[src/hdl/ecs_pkg.sv]
// Purpose: shared constants and types of the enhanced pwm/compare unit
// Assumes: 32-bit ahb-lite register bus, one clock hclk
// Notes: offsets are byte addresses of aligned words
package ecs_pkg;

	// ****************************************************************
	// register map
	// ****************************************************************
	localparam logic [7:0] ECS_OFF_CTRL = 8'h00;
	localparam logic [7:0] ECS_OFF_DUTY = 8'h04;
	localparam logic [7:0] ECS_OFF_PERIOD = 8'h08;
	localparam logic [7:0] ECS_OFF_COMPARE = 8'h0c;
	localparam logic [7:0] ECS_OFF_STATUS = 8'h10;
	localparam logic [7:0] ECS_OFF_SHADOW = 8'h14;
	localparam logic [7:0] ECS_OFF_CONFIG = 8'h18;
	localparam logic [7:0] ECS_OFF_CAPTURE = 8'h1c;

	// ****************************************************************
	// reset values and field positions
	// ****************************************************************
	localparam logic [7:0] ECS_RST_CTRL = 8'h00;
	localparam logic [7:0] ECS_RST_DUTY = 8'h00;
	localparam logic [7:0] ECS_RST_PERIOD = 8'hff;
	localparam logic [15:0] ECS_RST_COMPARE = 16'hffff;
	localparam logic [15:0] ECS_RST_CONFIG = 16'h0003;
	localparam int ECS_CFG_REMAP = 0;
	localparam int ECS_CFG_PINSEL = 1;
	localparam int ECS_CFG_MEM_LO = 2;
	localparam int ECS_CFG_UNIT_LO = 4;
	localparam int ECS_CFG_ADC = 6;
	localparam int ECS_CFG_DB_LO = 8;
	localparam int ECS_ST_MATCH = 0;
	localparam int ECS_ST_CAPT = 1;

	// ****************************************************************
	// mode codes and constants
	// ****************************************************************
	localparam logic [3:0] ECS_M_OFF = 4'h0;
	localparam logic [3:0] ECS_M_RSVD = 4'h1;
	localparam logic [3:0] ECS_M_TOGGLE = 4'h2;
	localparam logic [3:0] ECS_M_CAP_ANY = 4'h3;
	localparam logic [3:0] ECS_M_CAP_FALL = 4'h4;
	localparam logic [3:0] ECS_M_CAP_RISE = 4'h5;
	localparam logic [3:0] ECS_M_CAP_R4 = 4'h6;
	localparam logic [3:0] ECS_M_CAP_R16 = 4'h7;
	localparam logic [3:0] ECS_M_CMP_HI = 4'h8;
	localparam logic [3:0] ECS_M_CMP_LO = 4'h9;
	localparam logic [3:0] ECS_M_CMP_SW = 4'ha;
	localparam logic [3:0] ECS_M_CMP_EVT = 4'hb;
	localparam logic [1:0] ECS_OC_SINGLE = 2'h0;
	localparam logic [1:0] ECS_OC_FWD = 2'h1;
	localparam logic [1:0] ECS_OC_HALF = 2'h2;
	localparam logic [1:0] ECS_OC_REV = 2'h3;
	localparam logic [1:0] ECS_MEM_ADDR12 = 2'h2;
	localparam logic [1:0] ECS_UNIT_SECOND = 2'h1;
	localparam logic [1:0] ECS_UNIT_THIRD = 2'h2;
	localparam logic [3:0] ECS_PRE_R4 = 4'h3;
	localparam logic [3:0] ECS_PRE_R16 = 4'hf;

	typedef enum logic [1:0] {
		ECS_BUS_IDLE = 2'b00,
		ECS_BUS_WRITE = 2'b01,
		ECS_BUS_READ = 2'b11
	} ecs_bus_type;

	// pin levels and ownership (own high: unit drives the pin)
	typedef struct packed {
		logic a_lvl;
		logic a_own;
		logic a2_lvl;
		logic a2_own;
		logic a3_lvl;
		logic a3_own;
		logic b_lvl;
		logic b_own;
		logic c_lvl;
		logic c_own;
		logic balt_lvl;
		logic balt_own;
		logic calt_lvl;
		logic calt_own;
		logic d_lvl;
		logic d_own;
		logic shared_lvl;
	} ecs_pins_type;

	// one-cycle event pulses toward timers and converter
	typedef struct packed {
		logic timer_reset;
		logic adc_start;
	} ecs_event_type;

	// system context inputs
	typedef struct packed {
		logic bus_active;
		logic ext_mode;
		logic std_unit_out;
	} ecs_sys_type;

endpackage

[src/hdl/ecs_top.sv]
// Purpose: mode decode, compare, capture, pwm and output steering
// Assumes: single ahb-lite slave, zero wait states, hclk 25 MHz
// Notes: all pin outputs are registered, one cycle behind the state
//
// The placing of the registers and register access over AHB-Lite were chosen for this implementation.
`timescale 1ns/10ps
`default_nettype none

// Contract
// RULE1 - mode 0000 disables and resets; 0001 reserved
// RULE2 - capture modes: fall, rise, 4th, 16th rise
// RULE3 - mode 0010 toggles output on match
// RULE4 - 1000/1001 init level, drive on match, flag
// RULE5 - 1010 only flags; pin back to port
// RULE6 - 1011 resets timer, flags, starts converter
// RULE7 - 11xx pwm; low bits set output polarities
// RULE8 - non-pwm ignores output config; A only
// RULE9 - config 00 modulates A only
// RULE10 - config 01: D modulated, A active
// RULE11 - config 10: A/B modulated with dead band
// RULE12 - config 11: B modulated, C active
// RULE13 - duty is high byte plus two low bits
// RULE14 - active memory bus steals B and C
// RULE15 - 12-bit address mode keeps B and C
// RULE16 - remap clear moves B/C to alternate pins
// RULE17 - second unit A pin select and alternates
// RULE18 - quad mode D overrides standard unit pin
// RULE19 - software sets mode, config and directions
// RULE20 - period wrap clears timer, sets, latches duty
// RULE21 - shadow match clears; oversize duty never clears
// RULE22 - inactive outputs drive opposite of polarity
module ecs_top
(
	input wire logic hclk,
	input wire logic hresetn,
	input wire logic hsel,
	input wire logic [7:0] haddr,
	input wire logic [1:0] htrans,
	input wire logic hwrite,
	input wire logic [2:0] hsize,
	input wire logic [31:0] hwdata,
	input wire logic hready,
	output logic hreadyout,
	output logic hresp,
	output logic [31:0] hrdata,
	input wire logic capture_in,
	input wire ecs_pkg::ecs_sys_type sys_in,
	output ecs_pkg::ecs_pins_type pins,
	output ecs_pkg::ecs_event_type events
);
	import ecs_pkg::*;

	typedef struct packed {
		ecs_bus_type bph;
		logic [7:0] baddr;
		logic [31:0] rdata;
		logic [7:0] ctl;
		logic [7:0] duty_hi;
		logic [7:0] period;
		logic [15:0] cmp;
		logic [15:0] cfg;
		logic [9:0] shadow;
		logic [1:0] flags;
		logic [15:0] capt;
		logic [15:0] ctim;
		logic [9:0] ptim;
		logic pwm_raw;
		logic cmp_out;
		logic [6:0] db_cnt;
		logic [3:0] pre_cnt;
		logic [2:0] sync;
		logic [3:0] mode_prev;
		ecs_pins_type pins;
		ecs_event_type ev;
	} ecs_state_type;

	ecs_state_type st_q;
	ecs_state_type st_d;

	// ****************************************************************
	// decoded views of the state
	// ****************************************************************
	logic [3:0] mode;
	logic [1:0] ocfg;
	logic pwm_mode;
	logic pol_ac;
	logic pol_bd;
	logic [9:0] duty;
	logic [1:0] unit;
	logic unit13;
	logic cmp_match;
	logic pwm_wrap;
	logic rise;
	logic fall;
	logic db_done;
	logic [1:0] wclr;
	logic [31:0] rd_value;

	assign mode = st_q.ctl[3:0];
	assign ocfg = st_q.ctl[7:6];
	assign pwm_mode = (mode[3:2] == 2'b11); // see RULE7
	assign pol_ac = st_q.ctl[1]; // see RULE7
	assign pol_bd = st_q.ctl[0]; // see RULE7
	assign duty = {st_q.duty_hi, st_q.ctl[5:4]}; // see RULE13
	assign unit = st_q.cfg[ECS_CFG_UNIT_LO+1:ECS_CFG_UNIT_LO];
	assign unit13 = (unit != ECS_UNIT_SECOND);
	assign cmp_match = (st_q.ctim == st_q.cmp);
	assign pwm_wrap = (st_q.ptim == {st_q.period, 2'b11});
	assign rise = st_q.sync[1] & ~st_q.sync[2];
	assign fall = ~st_q.sync[1] & st_q.sync[2];
	assign db_done = (st_q.db_cnt >= st_q.cfg[ECS_CFG_DB_LO+6:ECS_CFG_DB_LO]);

	// bus outputs: zero wait, always okay
	assign hreadyout = 1'b1;
	assign hresp = 1'b0;
	assign hrdata = st_q.rdata;
	assign pins = st_q.pins;
	assign events = st_q.ev;

	// read mux for the address phase
	always_comb
	begin
		case (haddr)
			ECS_OFF_CTRL: rd_value = {24'h000000, st_q.ctl};
			ECS_OFF_DUTY: rd_value = {24'h000000, st_q.duty_hi};
			ECS_OFF_PERIOD: rd_value = {24'h000000, st_q.period};
			ECS_OFF_COMPARE: rd_value = {16'h0000, st_q.cmp};
			ECS_OFF_STATUS: rd_value = {30'h0, st_q.flags};
			ECS_OFF_SHADOW: rd_value = {22'h0, st_q.shadow};
			ECS_OFF_CONFIG: rd_value = {16'h0000, st_q.cfg};
			ECS_OFF_CAPTURE: rd_value = {16'h0000, st_q.capt};
			default: rd_value = 32'h00000000;
		endcase
	end

	// ****************************************************************
	// next state
	// ****************************************************************
	always_comb
	begin
		logic a_act;
		logic b_act;
		logic c_act;
		logic d_act;
		logic a_drv;
		logic b_drv;
		logic c_drv;
		logic d_drv;
		logic bc_lost;
		logic quad;
		logic do_capt;
		logic [1:0] fset;
		a_act = 1'b0;
		b_act = 1'b0;
		c_act = 1'b0;
		d_act = 1'b0;
		a_drv = 1'b0;
		b_drv = 1'b0;
		c_drv = 1'b0;
		d_drv = 1'b0;
		bc_lost = 1'b0;
		quad = 1'b0;
		do_capt = 1'b0;
		fset = 2'b00;
		wclr = 2'b00;
		st_d = st_q;
		st_d.ev = '0;
		st_d.mode_prev = mode;
		// pin synchroniser, first stage read only by the second
		st_d.sync = {st_q.sync[1:0], capture_in};

		// bus address phase
		st_d.bph = ECS_BUS_IDLE;
		if (hsel && htrans[1] && hready)
		begin
			st_d.baddr = haddr;
			st_d.bph = hwrite ? ECS_BUS_WRITE : ECS_BUS_READ;
			st_d.rdata = hwrite ? st_q.rdata : rd_value;
		end

		// bus data phase write
		if (st_q.bph == ECS_BUS_WRITE)
		begin
			case (st_q.baddr)
				ECS_OFF_CTRL: st_d.ctl = hwdata[7:0];
				ECS_OFF_DUTY: st_d.duty_hi = hwdata[7:0];
				ECS_OFF_PERIOD: st_d.period = hwdata[7:0];
				ECS_OFF_COMPARE: st_d.cmp = hwdata[15:0];
				ECS_OFF_STATUS: wclr = hwdata[1:0];
				ECS_OFF_CONFIG: st_d.cfg = hwdata[15:0];
				default: st_d.cfg = st_q.cfg;
			endcase
		end

		// engine
		if (mode == ECS_M_OFF || mode == ECS_M_RSVD)
		begin
			// disabled unit holds its timers and latches cleared
			st_d.ctim = 16'h0000; // see RULE1
			st_d.ptim = 10'h000; // see RULE1
			st_d.pwm_raw = 1'b0; // see RULE1
			st_d.cmp_out = 1'b0; // see RULE1
			st_d.pre_cnt = 4'h0; // see RULE1
			st_d.db_cnt = 7'h00; // see RULE1
		end
		else if (pwm_mode)
		begin
			if (pwm_wrap)
			begin
				st_d.ptim = 10'h000; // see RULE20
				st_d.pwm_raw = (duty != 10'h000); // see RULE20
				st_d.shadow = duty; // see RULE20
			end
			else
			begin
				st_d.ptim = st_q.ptim + 10'h001;
				// duty beyond period never meets the timer
				if (st_q.shadow == st_d.ptim)
					st_d.pwm_raw = 1'b0; // see RULE21
			end
			// dead band restarts on each edge of the raw wave
			if (st_d.pwm_raw != st_q.pwm_raw)
				st_d.db_cnt = 7'h00; // see RULE11
			else if (!db_done)
				st_d.db_cnt = st_q.db_cnt + 7'h01;
		end
		else
		begin
			st_d.ctim = st_q.ctim + 16'h0001;
			if (mode != st_q.mode_prev)
			begin
				st_d.pre_cnt = 4'h0;
				if (mode == ECS_M_CMP_HI)
					st_d.cmp_out = 1'b0; // see RULE4
				if (mode == ECS_M_CMP_LO)
					st_d.cmp_out = 1'b1; // see RULE4
			end
			else if (cmp_match)
			begin
				case (mode)
					ECS_M_TOGGLE: st_d.cmp_out = ~st_q.cmp_out; // see RULE3
					ECS_M_CMP_HI:
					begin
						st_d.cmp_out = 1'b1; // see RULE4
						fset[ECS_ST_MATCH] = 1'b1; // see RULE4
					end
					ECS_M_CMP_LO:
					begin
						st_d.cmp_out = 1'b0; // see RULE4
						fset[ECS_ST_MATCH] = 1'b1; // see RULE4
					end
					ECS_M_CMP_SW: fset[ECS_ST_MATCH] = 1'b1; // see RULE5
					ECS_M_CMP_EVT:
					begin
						fset[ECS_ST_MATCH] = 1'b1; // see RULE6
						if (unit != ECS_UNIT_THIRD)
						begin
							st_d.ctim = 16'h0000; // see RULE6
							st_d.ev.timer_reset = 1'b1; // see RULE6
							st_d.ev.adc_start = st_q.cfg[ECS_CFG_ADC];
						end
					end
					default: st_d.cmp_out = st_q.cmp_out;
				endcase
			end
			// capture edges and prescaler
			case (mode)
				ECS_M_CAP_ANY: do_capt = rise | fall;
				ECS_M_CAP_FALL: do_capt = fall; // see RULE2
				ECS_M_CAP_RISE: do_capt = rise; // see RULE2
				ECS_M_CAP_R4, ECS_M_CAP_R16:
				begin
					if (rise)
					begin
						st_d.pre_cnt = st_q.pre_cnt + 4'h1;
						if (st_q.pre_cnt == ((mode == ECS_M_CAP_R4) ?
							ECS_PRE_R4 : ECS_PRE_R16))
						begin
							st_d.pre_cnt = 4'h0;
							do_capt = 1'b1; // see RULE2
						end
					end
				end
				default: do_capt = 1'b0;
			endcase
			if (do_capt)
			begin
				st_d.capt = st_q.ctim; // see RULE2
				fset[ECS_ST_CAPT] = 1'b1;
			end
		end

		// sticky flags: a set in the clearing cycle wins
		st_d.flags = (st_q.flags & ~wclr) | fset;

		// output roles per configuration
		if (pwm_mode)
		begin
			case (ocfg)
				ECS_OC_SINGLE:
				begin
					a_act = st_q.pwm_raw; // see RULE9
					a_drv = 1'b1;
				end
				ECS_OC_FWD:
				begin
					a_act = 1'b1; // see RULE10
					d_act = st_q.pwm_raw; // see RULE10
					{a_drv, b_drv, c_drv, d_drv} = 4'hf;
				end
				ECS_OC_HALF:
				begin
					a_act = st_q.pwm_raw & db_done; // see RULE11
					b_act = ~st_q.pwm_raw & db_done; // see RULE11
					{a_drv, b_drv} = 2'h3;
				end
				default:
				begin
					b_act = st_q.pwm_raw; // see RULE12
					c_act = 1'b1; // see RULE12
					{a_drv, b_drv, c_drv, d_drv} = 4'hf;
				end
			endcase
			quad = ocfg[0];
		end
		else
		begin
			// configuration field ignored outside pwm
			a_act = st_q.cmp_out; // see RULE8
			a_drv = (mode == ECS_M_TOGGLE) || (mode == ECS_M_CMP_HI) ||
				(mode == ECS_M_CMP_LO); // see RULE5
		end

		// polarity: inactive drives opposite of active
		a_act = a_act ^ pol_ac; // see RULE22
		c_act = c_act ^ pol_ac; // see RULE22
		b_act = b_act ^ pol_bd; // see RULE22
		d_act = d_act ^ pol_bd; // see RULE22
		if (!pwm_mode)
			a_act = st_q.cmp_out;

		// memory bus takes b/c unless 12-bit addressing
		bc_lost = unit13 && st_q.cfg[ECS_CFG_REMAP] && sys_in.bus_active &&
			(st_q.cfg[ECS_CFG_MEM_LO+1:ECS_CFG_MEM_LO] != ECS_MEM_ADDR12);
		st_d.pins = '0;
		st_d.pins.b_lvl = b_act;
		st_d.pins.c_lvl = c_act;
		st_d.pins.balt_lvl = b_act;
		st_d.pins.calt_lvl = c_act;
		if (!unit13 || st_q.cfg[ECS_CFG_REMAP])
		begin
			st_d.pins.b_own = b_drv & ~bc_lost; // see RULE14 see RULE15
			st_d.pins.c_own = c_drv & ~bc_lost; // see RULE14 see RULE15
		end
		else
		begin
			st_d.pins.balt_own = b_drv; // see RULE16
			st_d.pins.calt_own = c_drv; // see RULE16
		end

		// a output placement
		st_d.pins.a_lvl = a_act;
		st_d.pins.a2_lvl = a_act;
		st_d.pins.a3_lvl = a_act;
		if (unit13 || st_q.cfg[ECS_CFG_PINSEL])
			st_d.pins.a_own = a_drv; // see RULE17
		else if (sys_in.ext_mode)
			st_d.pins.a3_own = a_drv; // see RULE17
		else
			st_d.pins.a2_own = a_drv; // see RULE17

		// d output: own pin or the standard unit's pin
		st_d.pins.d_lvl = d_act;
		st_d.pins.d_own = d_drv & ~unit13;
		st_d.pins.shared_lvl = (unit13 && quad) ? d_act :
			sys_in.std_unit_out; // see RULE18
	end

	// state register
	always_ff @(posedge hclk or negedge hresetn)
	begin
		if (!hresetn)
		begin
			st_q <= '0;
			st_q.ctl <= ECS_RST_CTRL;
			st_q.duty_hi <= ECS_RST_DUTY;
			st_q.period <= ECS_RST_PERIOD;
			st_q.cmp <= ECS_RST_COMPARE;
			st_q.cfg <= ECS_RST_CONFIG;
		end
		else
			st_q <= st_d;
	end
endmodule

`default_nettype wire

[config.mk]
export PLATFORM = sky130hd
export DESIGN_NAME = ecs_top
export DESIGN_NICKNAME = d
export VERILOG_FILES = /design/src/hdl/ecs_pkg.sv /design/src/hdl/ecs_top.sv
export SDC_FILE = /design/constraint.sdc
export NUM_CORES = 1
export LEC_CHECK = 0
export ABC_AREA = 0
export BUFFER_PORTS_ARGS = -buffer_cell sky130_fd_sc_hd__buf_2
export CORE_UTILIZATION = 50
export CTS_CLUSTER_SIZE = 12
export DETAILED_ROUTE_END_ITERATION = 8
export GPL_TIMING_DRIVEN = 0
export PLACE_DENSITY_LB_ADDON = 0.05
export SLEW_MARGIN = 40
export SYNTH_ARGS = -nofsm -noshare
export SYNTH_HDL_FRONTEND = slang
export SYNTH_SLANG_ARGS = --single-unit
export TNS_END_PERCENT = 1
[constraint.sdc]
create_clock -name hclk -period 2.3 [get_ports hclk]
set_input_delay 0.46 -clock hclk [delete_from_list [all_inputs] [get_ports hclk]]
set_output_delay 0.46 -clock hclk [all_outputs]
set_load 0.01 [all_outputs]
==> flow_summary_export.csv, run 1 <==
group,metric,value,unit
status,outcome,"complete, but fails checks",
status,violations,"setup timing",
worst_setup_path,rrSetupSlack,-0.04,ns
synthesis,synth_cell_types,67,
drt,ant_nets,0,
cells_and_area,fin_util,62.1,%
die,pin_count,107,
worst_setup_path,rr_startpoint,"st_q[109]",
hold_path,hold_end,"st_d[24]",
worst_setup_path,start_kind,"flop",
die,design.die.area,0.0188,mm^2
clocking,cts-htree-levels,4,
drt,drt_wl_total,23.3,mm
clocking,tritoncts,"yes",
die,fp.dieH,137,um
worst_setup_path,r2r_end,"st_q[51]",
drt,avgViaCountPerCell,5.62,
synthesis,synth-compound-area-share,11.6,%
synthesis,synth.area.top_cells,"dfrtp_1 40%, mux2_2 12%, dfstp_2 7.5%",
synthesis,yosys.area.top_type_share,39.8,%
worst_setup_path,crit_start,"st_q[109]",
timing,finalSetupTns,-0.181,ns
die,die_x,137,um
synthesis,ys_warn_count,0,
timing,tightest_slew,0.833,ns
global_routing,antenna_found_initial,0,
synthesis,synthAdderAreaFrac,1.79,%
synthesis,synth_top_area_cell,"dfrtp_1",
cells_and_area,finalNetCount,1048,
cells_and_area,layout-drive-gt1-share,35.8,%
worst_setup_path,path_max_fanout,10,
die,rows,48,
hold_path,hold_path.class,"in -> reg",
synthesis,synth_area,0.00911,mm^2
timing,slew_viol_final,0,
place,portBuffers,67,
worst_setup_path,required,2.62,ns
drt,wl_per_cell,19.1,um
timing,slew_headroom,44.5,%
global_routing,grt_max_degree,63,
drt,first_iter_violations,669,
drt,topRoutingLayerUsed,"met4",
place,placed_area,0.00986,mm^2
cells_and_area,stdcell_area,0.0109,mm^2
hold_path,hold_path_depth,1,
synthesis,synth_mux_area_share,13.5,%
die,core_region_area,0.0175,mm^2
synthesis,synth-xor-area-share,4.60,%
global_routing,grt_usage,26.5,%
hold_path,hp-start,"capture_in",
place,dp.cells,1178,
synthesis,synth-simple-area-share,13.7,%
clocking,cts_inserted_buffers,17,
clocking,clk_path_buf_depth,2,
timing,rsz0062_at_grt,"true",
run,maxCapViolCount,0,
synthesis,synth-seq-area-share,47.3,%
cells_and_area,multi_input_area,0.00445,mm^2
power,vdd_ir_drop_max,0.569,mV
synthesis,synth_top_family_by_area,"simple AND/OR/NAND/NOR gates",
clocking,cts_root_buffer,"clkbuf_16",
power,p_leak,5.05,nW
global_routing,grt_pass1_vias,6573,
die,start_util,51.9,%
timing,fmax,427,MHz
drt,wl_met2,10.8,mm
synthesis,synth-seq-cells,171,
timing,clock_skew,0.00875,ns
drt,dr.pass1.iters,5,
synthesis,ys.flop_type,"dfrtp_1",
drt,wl_met1,11.0,mm
power,p_per_area,714,mW/mm^2
worst_setup_path,cp-end-kind,"flop",
cells_and_area,instances_no_fill,1219,
place,dp_slack,-0.772,ns
place,dp_hpwl,17.0,mm
cells_and_area,seq_area,0.00432,mm^2
place,place_congestion,0.892,
timing,timing.final.ws_setup,-0.0446,ns
drt,drc,0,
global_routing,grt_pass1_wl,37.1,mm
timing,hold_violations,0,
clocking,clk_pin_slew,0.07,ns
synthesis,synthCells,868,
cells_and_area,fillers,1464,
worst_setup_path,crit_type,"reg -> reg",
timing,setup_viol,9,
synthesis,synth_top_cells_by_count,"145 x dfrtp_1, 93 x mux2_2, 67 x nand2_1",
synthesis,syn_avg_cell_area,10.5,um^2
global_routing,grt-ovfl-total,0,
drt,vias,6856,
synthesis,synth_edf_count,0,
worst_setup_path,rr_worst_depth,8,
synthesis,ys_async_sr_fraction,100,%
synthesis,synth.most_common_cell,"dfrtp_1",
cells_and_area,diodes,0,
clocking,clkLatencyLatePin,0.43,ns
clocking,cts.sinks,171,
timing,min_period_over_period,102,%
worst_setup_path,cp.arrival,2.67,ns
drt,wl_met3,1.08,mm
cells_and_area,area_growth_syn_to_layout,19.6,%
timing,finalCriticalPeriod,2.34,ns
==> layer usage <==
metal	vias up	GRT usage [%]
met4	0	7.81
met1	3389	38.1
met2	162	41.5
met5	-	0
met3	33	4.04
li1	3272	-
==> where the power goes <==
part	switching (mW)	total, mW	internal, mW	leakage [nW]
combinational	0.689	1.29	0.601	2.57
clock	1.24	3.05	1.81	0.305
sequential	0.191	3.43	3.24	2.18
total	2.12	7.77	5.65	5.05
==> stage by stage <==
step / total power [mW] / hold WS [ns]
after global routing: 8.11 / 0.123
after CTS: 7.81 / 0.126
after detailed placement: 4.66 / 0.346
after floorplan: 4.20 / 0.164
final: 7.77 / 0.139
after global placement: 4.62 / 0.333
==> critical path, cell delays in order, from the launching register on <==
cell and delay, ns:
dfstp_2 0.58, xnor2_4 0.14, nand4_1 0.20, nor4_4 0.42, and4_1 0.28, buf_6 0.13
nand2b_4 0.21, o21ai_2 0.06, a22o_1 0.21
==> worst max path at each step <==
stage / cells after the start / end / slack, ns
4_1_cts: 9 / st_q[51] / -0.06
3_3_place_gp: 1 / st_q[108] / -1.99
5_1_grt: 9 / st_q[36] / -0.15
6_report: 8 / st_q[51] / -0.04
2_1_floorplan: 10 / st_q[65] / 0.02
3_5_place_dp: 8 / st_q[55] / -0.77
==> cells by family after synthesis <==
family                   count (synthesis)
flip-flops                             171
AND/OR/NAND/NOR                        243
AO/OA/AOI/OAI                          167
multiplexers                           107
buffers and inverters                  118
adder cells (fa/ha/maj)                 13
other                                    2
XOR/XNOR                                47
==> sequential cells by signal, indices dropped and copies added, names as in the netlist <==
register	flops
st_q	122
hrdata	16
pins	13
duty	10
mode	4
events	2
ocfg	2
st_d	2
==> final cells by class <==
cell class	instances	share of cell area, %
Buffer	98	5.91
Clock buffer	20	4.29
Clock inverter	12	1.48
Inverter	18	0.620
Multi-Input combinational cell	595	40.8
Sequential cell	171	39.6
Tap cell	225	2.59
Timing Repair Buffer	80	4.64
==> repair_timing <==
action	CTS	global route
pin swaps	15	9
resized for setup	48	47
setup endpoints to repair	95	101
setup buffers	9	1
hold buffers	1	0
endpoints found under the hold margin	54	0
==> cells in the final DEF (no fill, tap or decap), types with 8 or more instances in the layout <==
| cell | count |
|---|---|
| a22oi_1 | 8 |
| xnor2_1 | 25 |
| dfrtp_1 | 141 |
| buf_2 | 76 |
| mux2i_1 | 11 |
| nor2_1 | 42 |
| clkbuf_1 | 19 |
| nor3_1 | 15 |
| clkbuf_16 | 17 |
| xor2_1 | 19 |
| ha_1 | 12 |
| o21ai_1 | 11 |
| mux2_4 | 12 |
| nand2_1 | 66 |
| nand3_1 | 25 |
| a21oi_1 | 46 |
| a22o_1 | 11 |
| o21ai_0 | 40 |
| conb_1 | 18 |
| mux2_2 | 81 |
| and3_1 | 13 |
| nand4_1 | 13 |
| dfstp_2 | 26 |
| inv_1 | 18 |
| buf_4 | 63 |
(Power assumes the default switching activity.)
==> inputs of run 2 (changes only) <==
--- a/config.mk
+++ b/config.mk
@@ -5,7 +5,7 @@
 export SDC_FILE = /design/constraint.sdc
 export NUM_CORES = 1
 export LEC_CHECK = 0
-export ABC_AREA = 0
+export ABC_AREA = 1
 export BUFFER_PORTS_ARGS = -buffer_cell sky130_fd_sc_hd__buf_2
 export CORE_UTILIZATION = 50
 export CTS_CLUSTER_SIZE = 12
==> run 2 against run 1 <==
The run ends with hold timing left. Sequential power rose by 22%. Sequential share of layout area rose by 2.2 points. Register-to-register slack improved by 0.12 ns. First-iteration DRC count fell by 4.8%. Non-clock buffer count fell by 22. Critical path type unchanged. Core utilization fell by 2.7 points. Clock skew rose by 0.0010 ns. Via count rose by 11%. Synthesized cell count rose by 24%.
==> flow_summary_export.csv, run 2 <==
group,metric,value,unit
status,outcome,"complete, but fails checks",
status,violations,"hold timing",
cells_and_area,finalNetCount,1249,
cells_and_area,area_growth_syn_to_layout,15.8,%
cells_and_area,layout-drive-gt1-share,19.2,%
worst_setup_path,cp_slowest_cell,"dfrtp_1",
die,design.die.area,0.0183,mm^2
clocking,cts.sinks,171,
run,maxCapViolCount,0,
clocking,tritoncts,"yes",
hold_path,hold_path.class,"in -> async",
synthesis,synth_area,0.00890,mm^2
timing,fmax,449,MHz
worst_setup_path,cp-end-kind,"flop",
cells_and_area,final_common_cell,"nand2_1",
drt,wl_per_cell,17.6,um
timing,timing.final.ws_setup,0.0709,ns
synthesis,synth_top_area_cell,"dfrtp_1",
timing,hold_ws,-0.0201,ns
clocking,cts_root_buffer,"clkbuf_16",
clocking,cts-htree-levels,4,
worst_setup_path,cp.arrival,2.55,ns
synthesis,synth_top_cells_by_count,"233 x nand2_1, 145 x dfrtp_1, 141 x inv_1",
timing,finalCriticalPeriod,2.23,ns
place,dp_slack,-0.820,ns
drt,drt_wl_total,25.0,mm
drt,vias,7617,
worst_setup_path,crit_chain,"ha_2, nand2_4, inv_2, nand2_1, nand2_1, nand2_1, nand2_1, nor2_1, nand3_1, o21bai_2, nand3_4, nand3_2, nand2_4, buf_6, nand2_1, o21ai_2",
die,start_util,51.3,%
synthesis,synth_edf_count,0,
clocking,clk_pin_slew,0.07,ns
synthesis,synth.area.top_cells,"dfrtp_1 41%, nand2_1 9.8%, dfstp_2 7.7%",
synthesis,synth_cell_types,45,
global_routing,antenna_found_initial,0,
synthesis,yosys.area.top_type_share,40.8,%
clocking,cts_inserted_buffers,17,
die,pin_count,107,
timing,clock_skew,0.00979,ns
global_routing,grt_pass1_vias,7069,
worst_setup_path,critPathTopFamily,"simple AND/OR/NAND/NOR gates",
synthesis,synthCells,1075,
cells_and_area,diodes,0,
drt,first_iter_violations,637,
timing,hold_violations,7,
synthesis,ys_async_sr_fraction,100,%
worst_setup_path,cpPeakStageDelay,0.43,ns
global_routing,grt-ovfl-total,0,
power,vdd_ir_drop_max,0.614,mV
drt,avgViaCountPerCell,5.36,
drt,drc,0,
clocking,clkLatencyLatePin,0.44,ns
timing,tightest_slew,0.729,ns
timing,slew_viol_final,0,
cells_and_area,regMostFlops,"st_q",
die,core_region_area,0.0174,mm^2
place,portBuffers,68,
drt,dr.pass1.iters,5,
timing,setup_viol,0,
cells_and_area,mostFrequentLayoutCells,"230 x nand2_1, 145 x dfrtp_1, 139 x inv_1",
synthesis,synth-seq-cells,171,
worst_setup_path,crit_type,"reg -> reg",
die,die_x,135,um
power,p_leak,5.27,nW
global_routing,grt_max_degree,67,
worst_setup_path,crit_top_cell,"nand2_1",
clocking,clk_path_buf_depth,2,
synthesis,ys.flop_type,"dfrtp_1",
synthesis,synth.most_common_cell,"nand2_1",
synthesis,syn_avg_cell_area,8.28,um^2
place,dp_hpwl,19.0,mm
worst_setup_path,path_max_fanout,10,
timing,slew_headroom,51.0,%
timing,min_period_over_period,96.9,%
drt,ant_nets,0,
synthesis,synth-seq-area-share,48.4,%
die,rows,48,
cells_and_area,largest_reg_flops,122,
worst_setup_path,critical_path_buf_inv_count,2,
worst_setup_path,rrSetupSlack,0.07,ns
worst_setup_path,start_kind,"flop",
worst_setup_path,required,2.62,ns
timing,rsz0062_at_grt,"true",
global_routing,grt_pass1_wl,39.7,mm
power,p_per_area,973,mW/mm^2
die,fp.dieH,135,um
place,place_congestion,0.930,
synthesis,ys_warn_count,0,
timing,finalSetupTns,0,ns
global_routing,grt_usage,29.2,%
-- run 2: changes by cell type after synthesis, moves of 13 or more --
cell     before  now
mux2_2       93    1
and3_1       13    0
inv_1        18  141
nand2_1      67  233
a21oi_1      48   28
nand3_1      26   44
o21ai_0      53  128
o22ai_1       2   32
xnor2_1      27   14
-- run 2: cells by family (layout without fill, tap and decap cells) --
logic type	after synthesis	after routing	share of synthesized area, %
compound gates	223	223	14.3
mux	1	1	0.127
buf+inv	229	333	12.1
fa+ha+maj	13	13	1.83
other cells	2	18	0.0844
simple gates	398	398	19.4
flops	171	171	48.4
xor+xnor	38	38	3.74
-- run 2: where the power goes --
| group | switching [mW] | internal [mW] | total (mW) |
|---|---|---|---|
| combinational | 1.85 | 1.11 | 2.96 |
| sequential | 0.524 | 3.65 | 4.18 |
| clock | 1.25 | 1.63 | 2.88 |
| total | 3.63 | 6.39 | 10.0 |
-- run 2: layout make-up --
type                       count  area [um^2]
inverter                     145          546
fill                        1585         7050
buffer                        83          543
multi-input combinational    691         3610
clock buffer                  18          439
tap                          225          282
timing repair buffer          73          428
clock inverter                14          148
sequential                   171         4310
-- run 2: stage by stage --
step | instance area (um^2) | std cells | util, % | power [mW] | hold WS (ns)
floorplan | 8960 | 1091 | - | 6.14 | 0.164
global placement | 9580 | 1384 | 55.2 | 7.02 | 0.334
detailed placement | 9650 | 1386 | 55.6 | 7.09 | 0.342
CTS | 10200 | 1417 | 59.0 | 9.98 | 0.00705
global route | 10300 | 1420 | 59.4 | 10.6 | 0.0245
finish | 10300 | 1420 | 59.4 | 10.0 | -0.0201
-- run 2: routing by layer --
| layer | routed length [um] | vias up | track usage [%] | share of wire, % |
|---|---|---|---|---|
| li1 | - | 3671 | - | - |
| met1 | 11100 | 3627 | 40.1 | 44 |
| met2 | 11600 | 266 | 45.9 | 46 |
| met3 | 1490 | 53 | 4.71 | 5.9 |
| met4 | 873 | 0 | 12.4 | 3.5 |
| met5 | 0 | - | 0 | 0 |
-- run 2: worst paths after layout --
check                           startpoint   endpoint  depth (start not counted)
worst max-delay path              st_q[39]   st_q[36]                         16
worst min-delay path               hresetn   st_q[48]                          1
worst max register to register    st_q[39]   st_q[36]                         16
worst min register to register    st_d[24]   st_d[25]                          0
max in group asynchronous          hresetn  st_q[119]                          2
min in group hclk               capture_in   st_d[24]                          1
-- run 2: repair_timing --
item	4_1_cts	5_1_grt
hold endpoints to repair	0	0
setup endpoints to repair	35	55
gates resized for setup	7	16
pin swaps	0	2
hold buffers	0	0
setup buffers	0	3
==> inputs of run 3 (changes only) <==
--- a/config.mk
+++ b/config.mk
@@ -8,6 +8,7 @@
 export ABC_AREA = 1
 export BUFFER_PORTS_ARGS = -buffer_cell sky130_fd_sc_hd__buf_2
 export CORE_UTILIZATION = 50
+export CTS_BUF_LIST = sky130_fd_sc_hd__clkbuf_16
 export CTS_CLUSTER_SIZE = 12
 export DETAILED_ROUTE_END_ITERATION = 8
 export GPL_TIMING_DRIVEN = 0
==> run 3 against run 2 <==
The flow still finishes with violations (hold timing). Largest cell class unchanged. Global-route usage barely moved. Setup slack improved by 0.0048 ns. Combinational power barely moved. First-iteration DRC count fell by 3.5%. Clock power barely moved. Routed wire length barely moved. Clock-buffer cell count fell by 1. Total power fell by 0.31%. Via count fell by 0.41%. Sequential cell count did not move. Core utilization fell by 0.058 points.
==> flow_summary_export.csv, run 3 (synthesized netlist as in run 2, its figures left out) <==
group,metric,value,unit
cells_and_area,mostFrequentLayoutCells,"230 x nand2_1, 145 x dfrtp_1, 139 x inv_1",
worst_setup_path,crit_chain,"ha_2, nand2_4, inv_2, nand2_1, nand2_1, nand2_1, nand2_1, nor2_1, nand3_1, o21bai_2, nand3_4, nand3_2, nand2_4, buf_6, nand2_1, o21ai_2",
clocking,cts_root_buffer,"clkbuf_16",
timing,finalSetupTns,0,ns
global_routing,grt-ovfl-total,0,
drt,dr.pass1.iters,6,
die,fp.dieH,135,um
hold_path,hold_path.class,"in -> async",
clocking,clk_path_buf_depth,2,
power,vdd_ir_drop_max,0.612,mV
drt,vias,7586,
drt,first_iter_violations,615,
power,p_leak,5.26,nW
global_routing,grt_max_degree,67,
die,die_x,135,um
global_routing,grt_usage,29.2,%
clocking,cts-htree-levels,4,
timing,slew_headroom,46.0,%
timing,tightest_slew,0.803,ns
clocking,clk_pin_slew,0.07,ns
drt,avgViaCountPerCell,5.34,
worst_setup_path,critPathTopFamily,"simple AND/OR/NAND/NOR gates",
timing,setup_viol,0,
place,portBuffers,68,
clocking,cts.sinks,171,
drt,wl_per_cell,17.6,um
die,start_util,51.3,%
run,maxCapViolCount,0,
place,placed_area,0.00965,mm^2
place,place_congestion,0.930,
timing,finalCriticalPeriod,2.22,ns
cells_and_area,layout-drive-gt1-share,19.2,%
worst_setup_path,cp_slowest_cell,"dfrtp_1",
global_routing,antenna_found_initial,0,
cells_and_area,area_growth_syn_to_layout,15.7,%
drt,drc,0,
timing,clock_skew,0.00865,ns
worst_setup_path,cp-end-kind,"flop",
timing,min_period_over_period,96.7,%
global_routing,grt_pass1_vias,7085,
cells_and_area,largest_reg_flops,122,
die,rows,48,
place,dp_hpwl,19.0,mm
timing,rsz0062_at_grt,"true",
drt,ant_nets,0,
worst_setup_path,crit_top_cell,"nand2_1",
worst_setup_path,critical_path_buf_inv_count,2,
clocking,cts_hold_buf,0,
die,core_region_area,0.0174,mm^2
power,p_per_area,970,mW/mm^2
power,p_total,9.99,mW
cells_and_area,fillers,1587,
timing,hold_violations,5,
cells_and_area,final_common_cell,"nand2_1",
die,pin_count,107,
cells_and_area,stdcell_area,0.0103,mm^2
worst_setup_path,required,2.63,ns
drt,drt_wl_total,25.1,mm
worst_setup_path,crit_type,"reg -> reg",
worst_setup_path,cp.arrival,2.55,ns
cells_and_area,seq_area,0.00431,mm^2
status,outcome,"complete, but fails checks",
cells_and_area,regMostFlops,"st_q",
cells_and_area,diodes,0,
status,violations,"hold timing",
clocking,clkLatencyLatePin,0.43,ns
worst_setup_path,path_max_fanout,10,
cells_and_area,finalNetCount,1249,
cells_and_area,multi_input_area,0.00361,mm^2
clocking,tritoncts,"yes",
clocking,cts_inserted_buffers,17,
global_routing,grt_pass1_wl,39.6,mm
worst_setup_path,start_kind,"flop",
timing,hold_ws,-0.0262,ns
timing,slew_viol_final,0,
worst_setup_path,cpPeakStageDelay,0.43,ns
timing,fmax,450,MHz
die,design.die.area,0.0183,mm^2
[run 3: changes by cell type in the layout (fill, tap and decap cells not counted)]
cell | previous run | this run
clkbuf_8 | 1 | 0
clkinv_1 | 2 | 3
[run 3: power breakdown]
part           internal (mW)  total [mW]  switching (mW)  leakage, nW
clock                   1.60        2.86            1.26        0.280
sequential              3.65        4.18           0.524         2.07
combinational           1.11        2.96            1.85         2.91
[run 3: layout make-up]
class,count,area share [%]
plain buffers,83,5.27
clock buffers,17,4.13
clock inverters,15,1.47
inverters,145,5.30
multi-input cells,691,35.1
flip-flops and latches,171,41.9
well taps,225,2.73
repair buffers,73,4.16
[run 3: timing repair]
action                     4_1_cts  5_1_grt
hold endpoints to repair         0        0
setup endpoints to repair       35       55
pin swaps                        0        2
resized for setup                7       16
setup buffers                    0        3
[run 3: worst reg2reg max path, delay by kind of cell (launching register included)]
family	cells	cell delay (ns)
and+or+nand+nor	11	1.00
adders and majority gates	1	0.23
AOI/OAI and AO/OA	2	0.28
DFF	1	0.43
buffers and inverters	2	0.22
[run 3: metal layers]
layer	part of all wire (%)	vias to the layer above	wire length, um	track usage (%)
li1	-	3670	-	-
met1	45	3608	11200	40.0
met2	46	254	11500	45.4
met3	6.0	54	1500	5.16
met4	3.6	0	909	12.7
met5	0	-	0	0
[run 3: per-stage QoR]
step / instances / worst slack [ns] / utilization (%)
6_report: 1420 / 0.0758 / 59.3
5_1_grt: 1420 / -0.132 / 59.3
4_1_cts: 1417 / -0.0349 / 59.0
3_5_place_dp: 1386 / -0.820 / 55.6
3_3_place_gp: 1384 / -2.01 / 55.2
2_1_floorplan: 1091 / 0.243 / -
[run 3: path summary, 6_finish.rpt]
check | end | start | slack (ns) | cells past startpoint
min in group hclk | st_d[24] | capture_in | 0.14 | 1
max | st_q[36] | st_q[39] | 0.08 | 16
min | st_q[48] | hresetn | -0.03 | 1
max in group asynchronous | st_q[124] | hresetn | 1.59 | 2
min reg2reg | st_d[25] | st_d[24] | 0.36 | 0
max reg2reg | st_q[36] | st_q[39] | 0.08 | 16
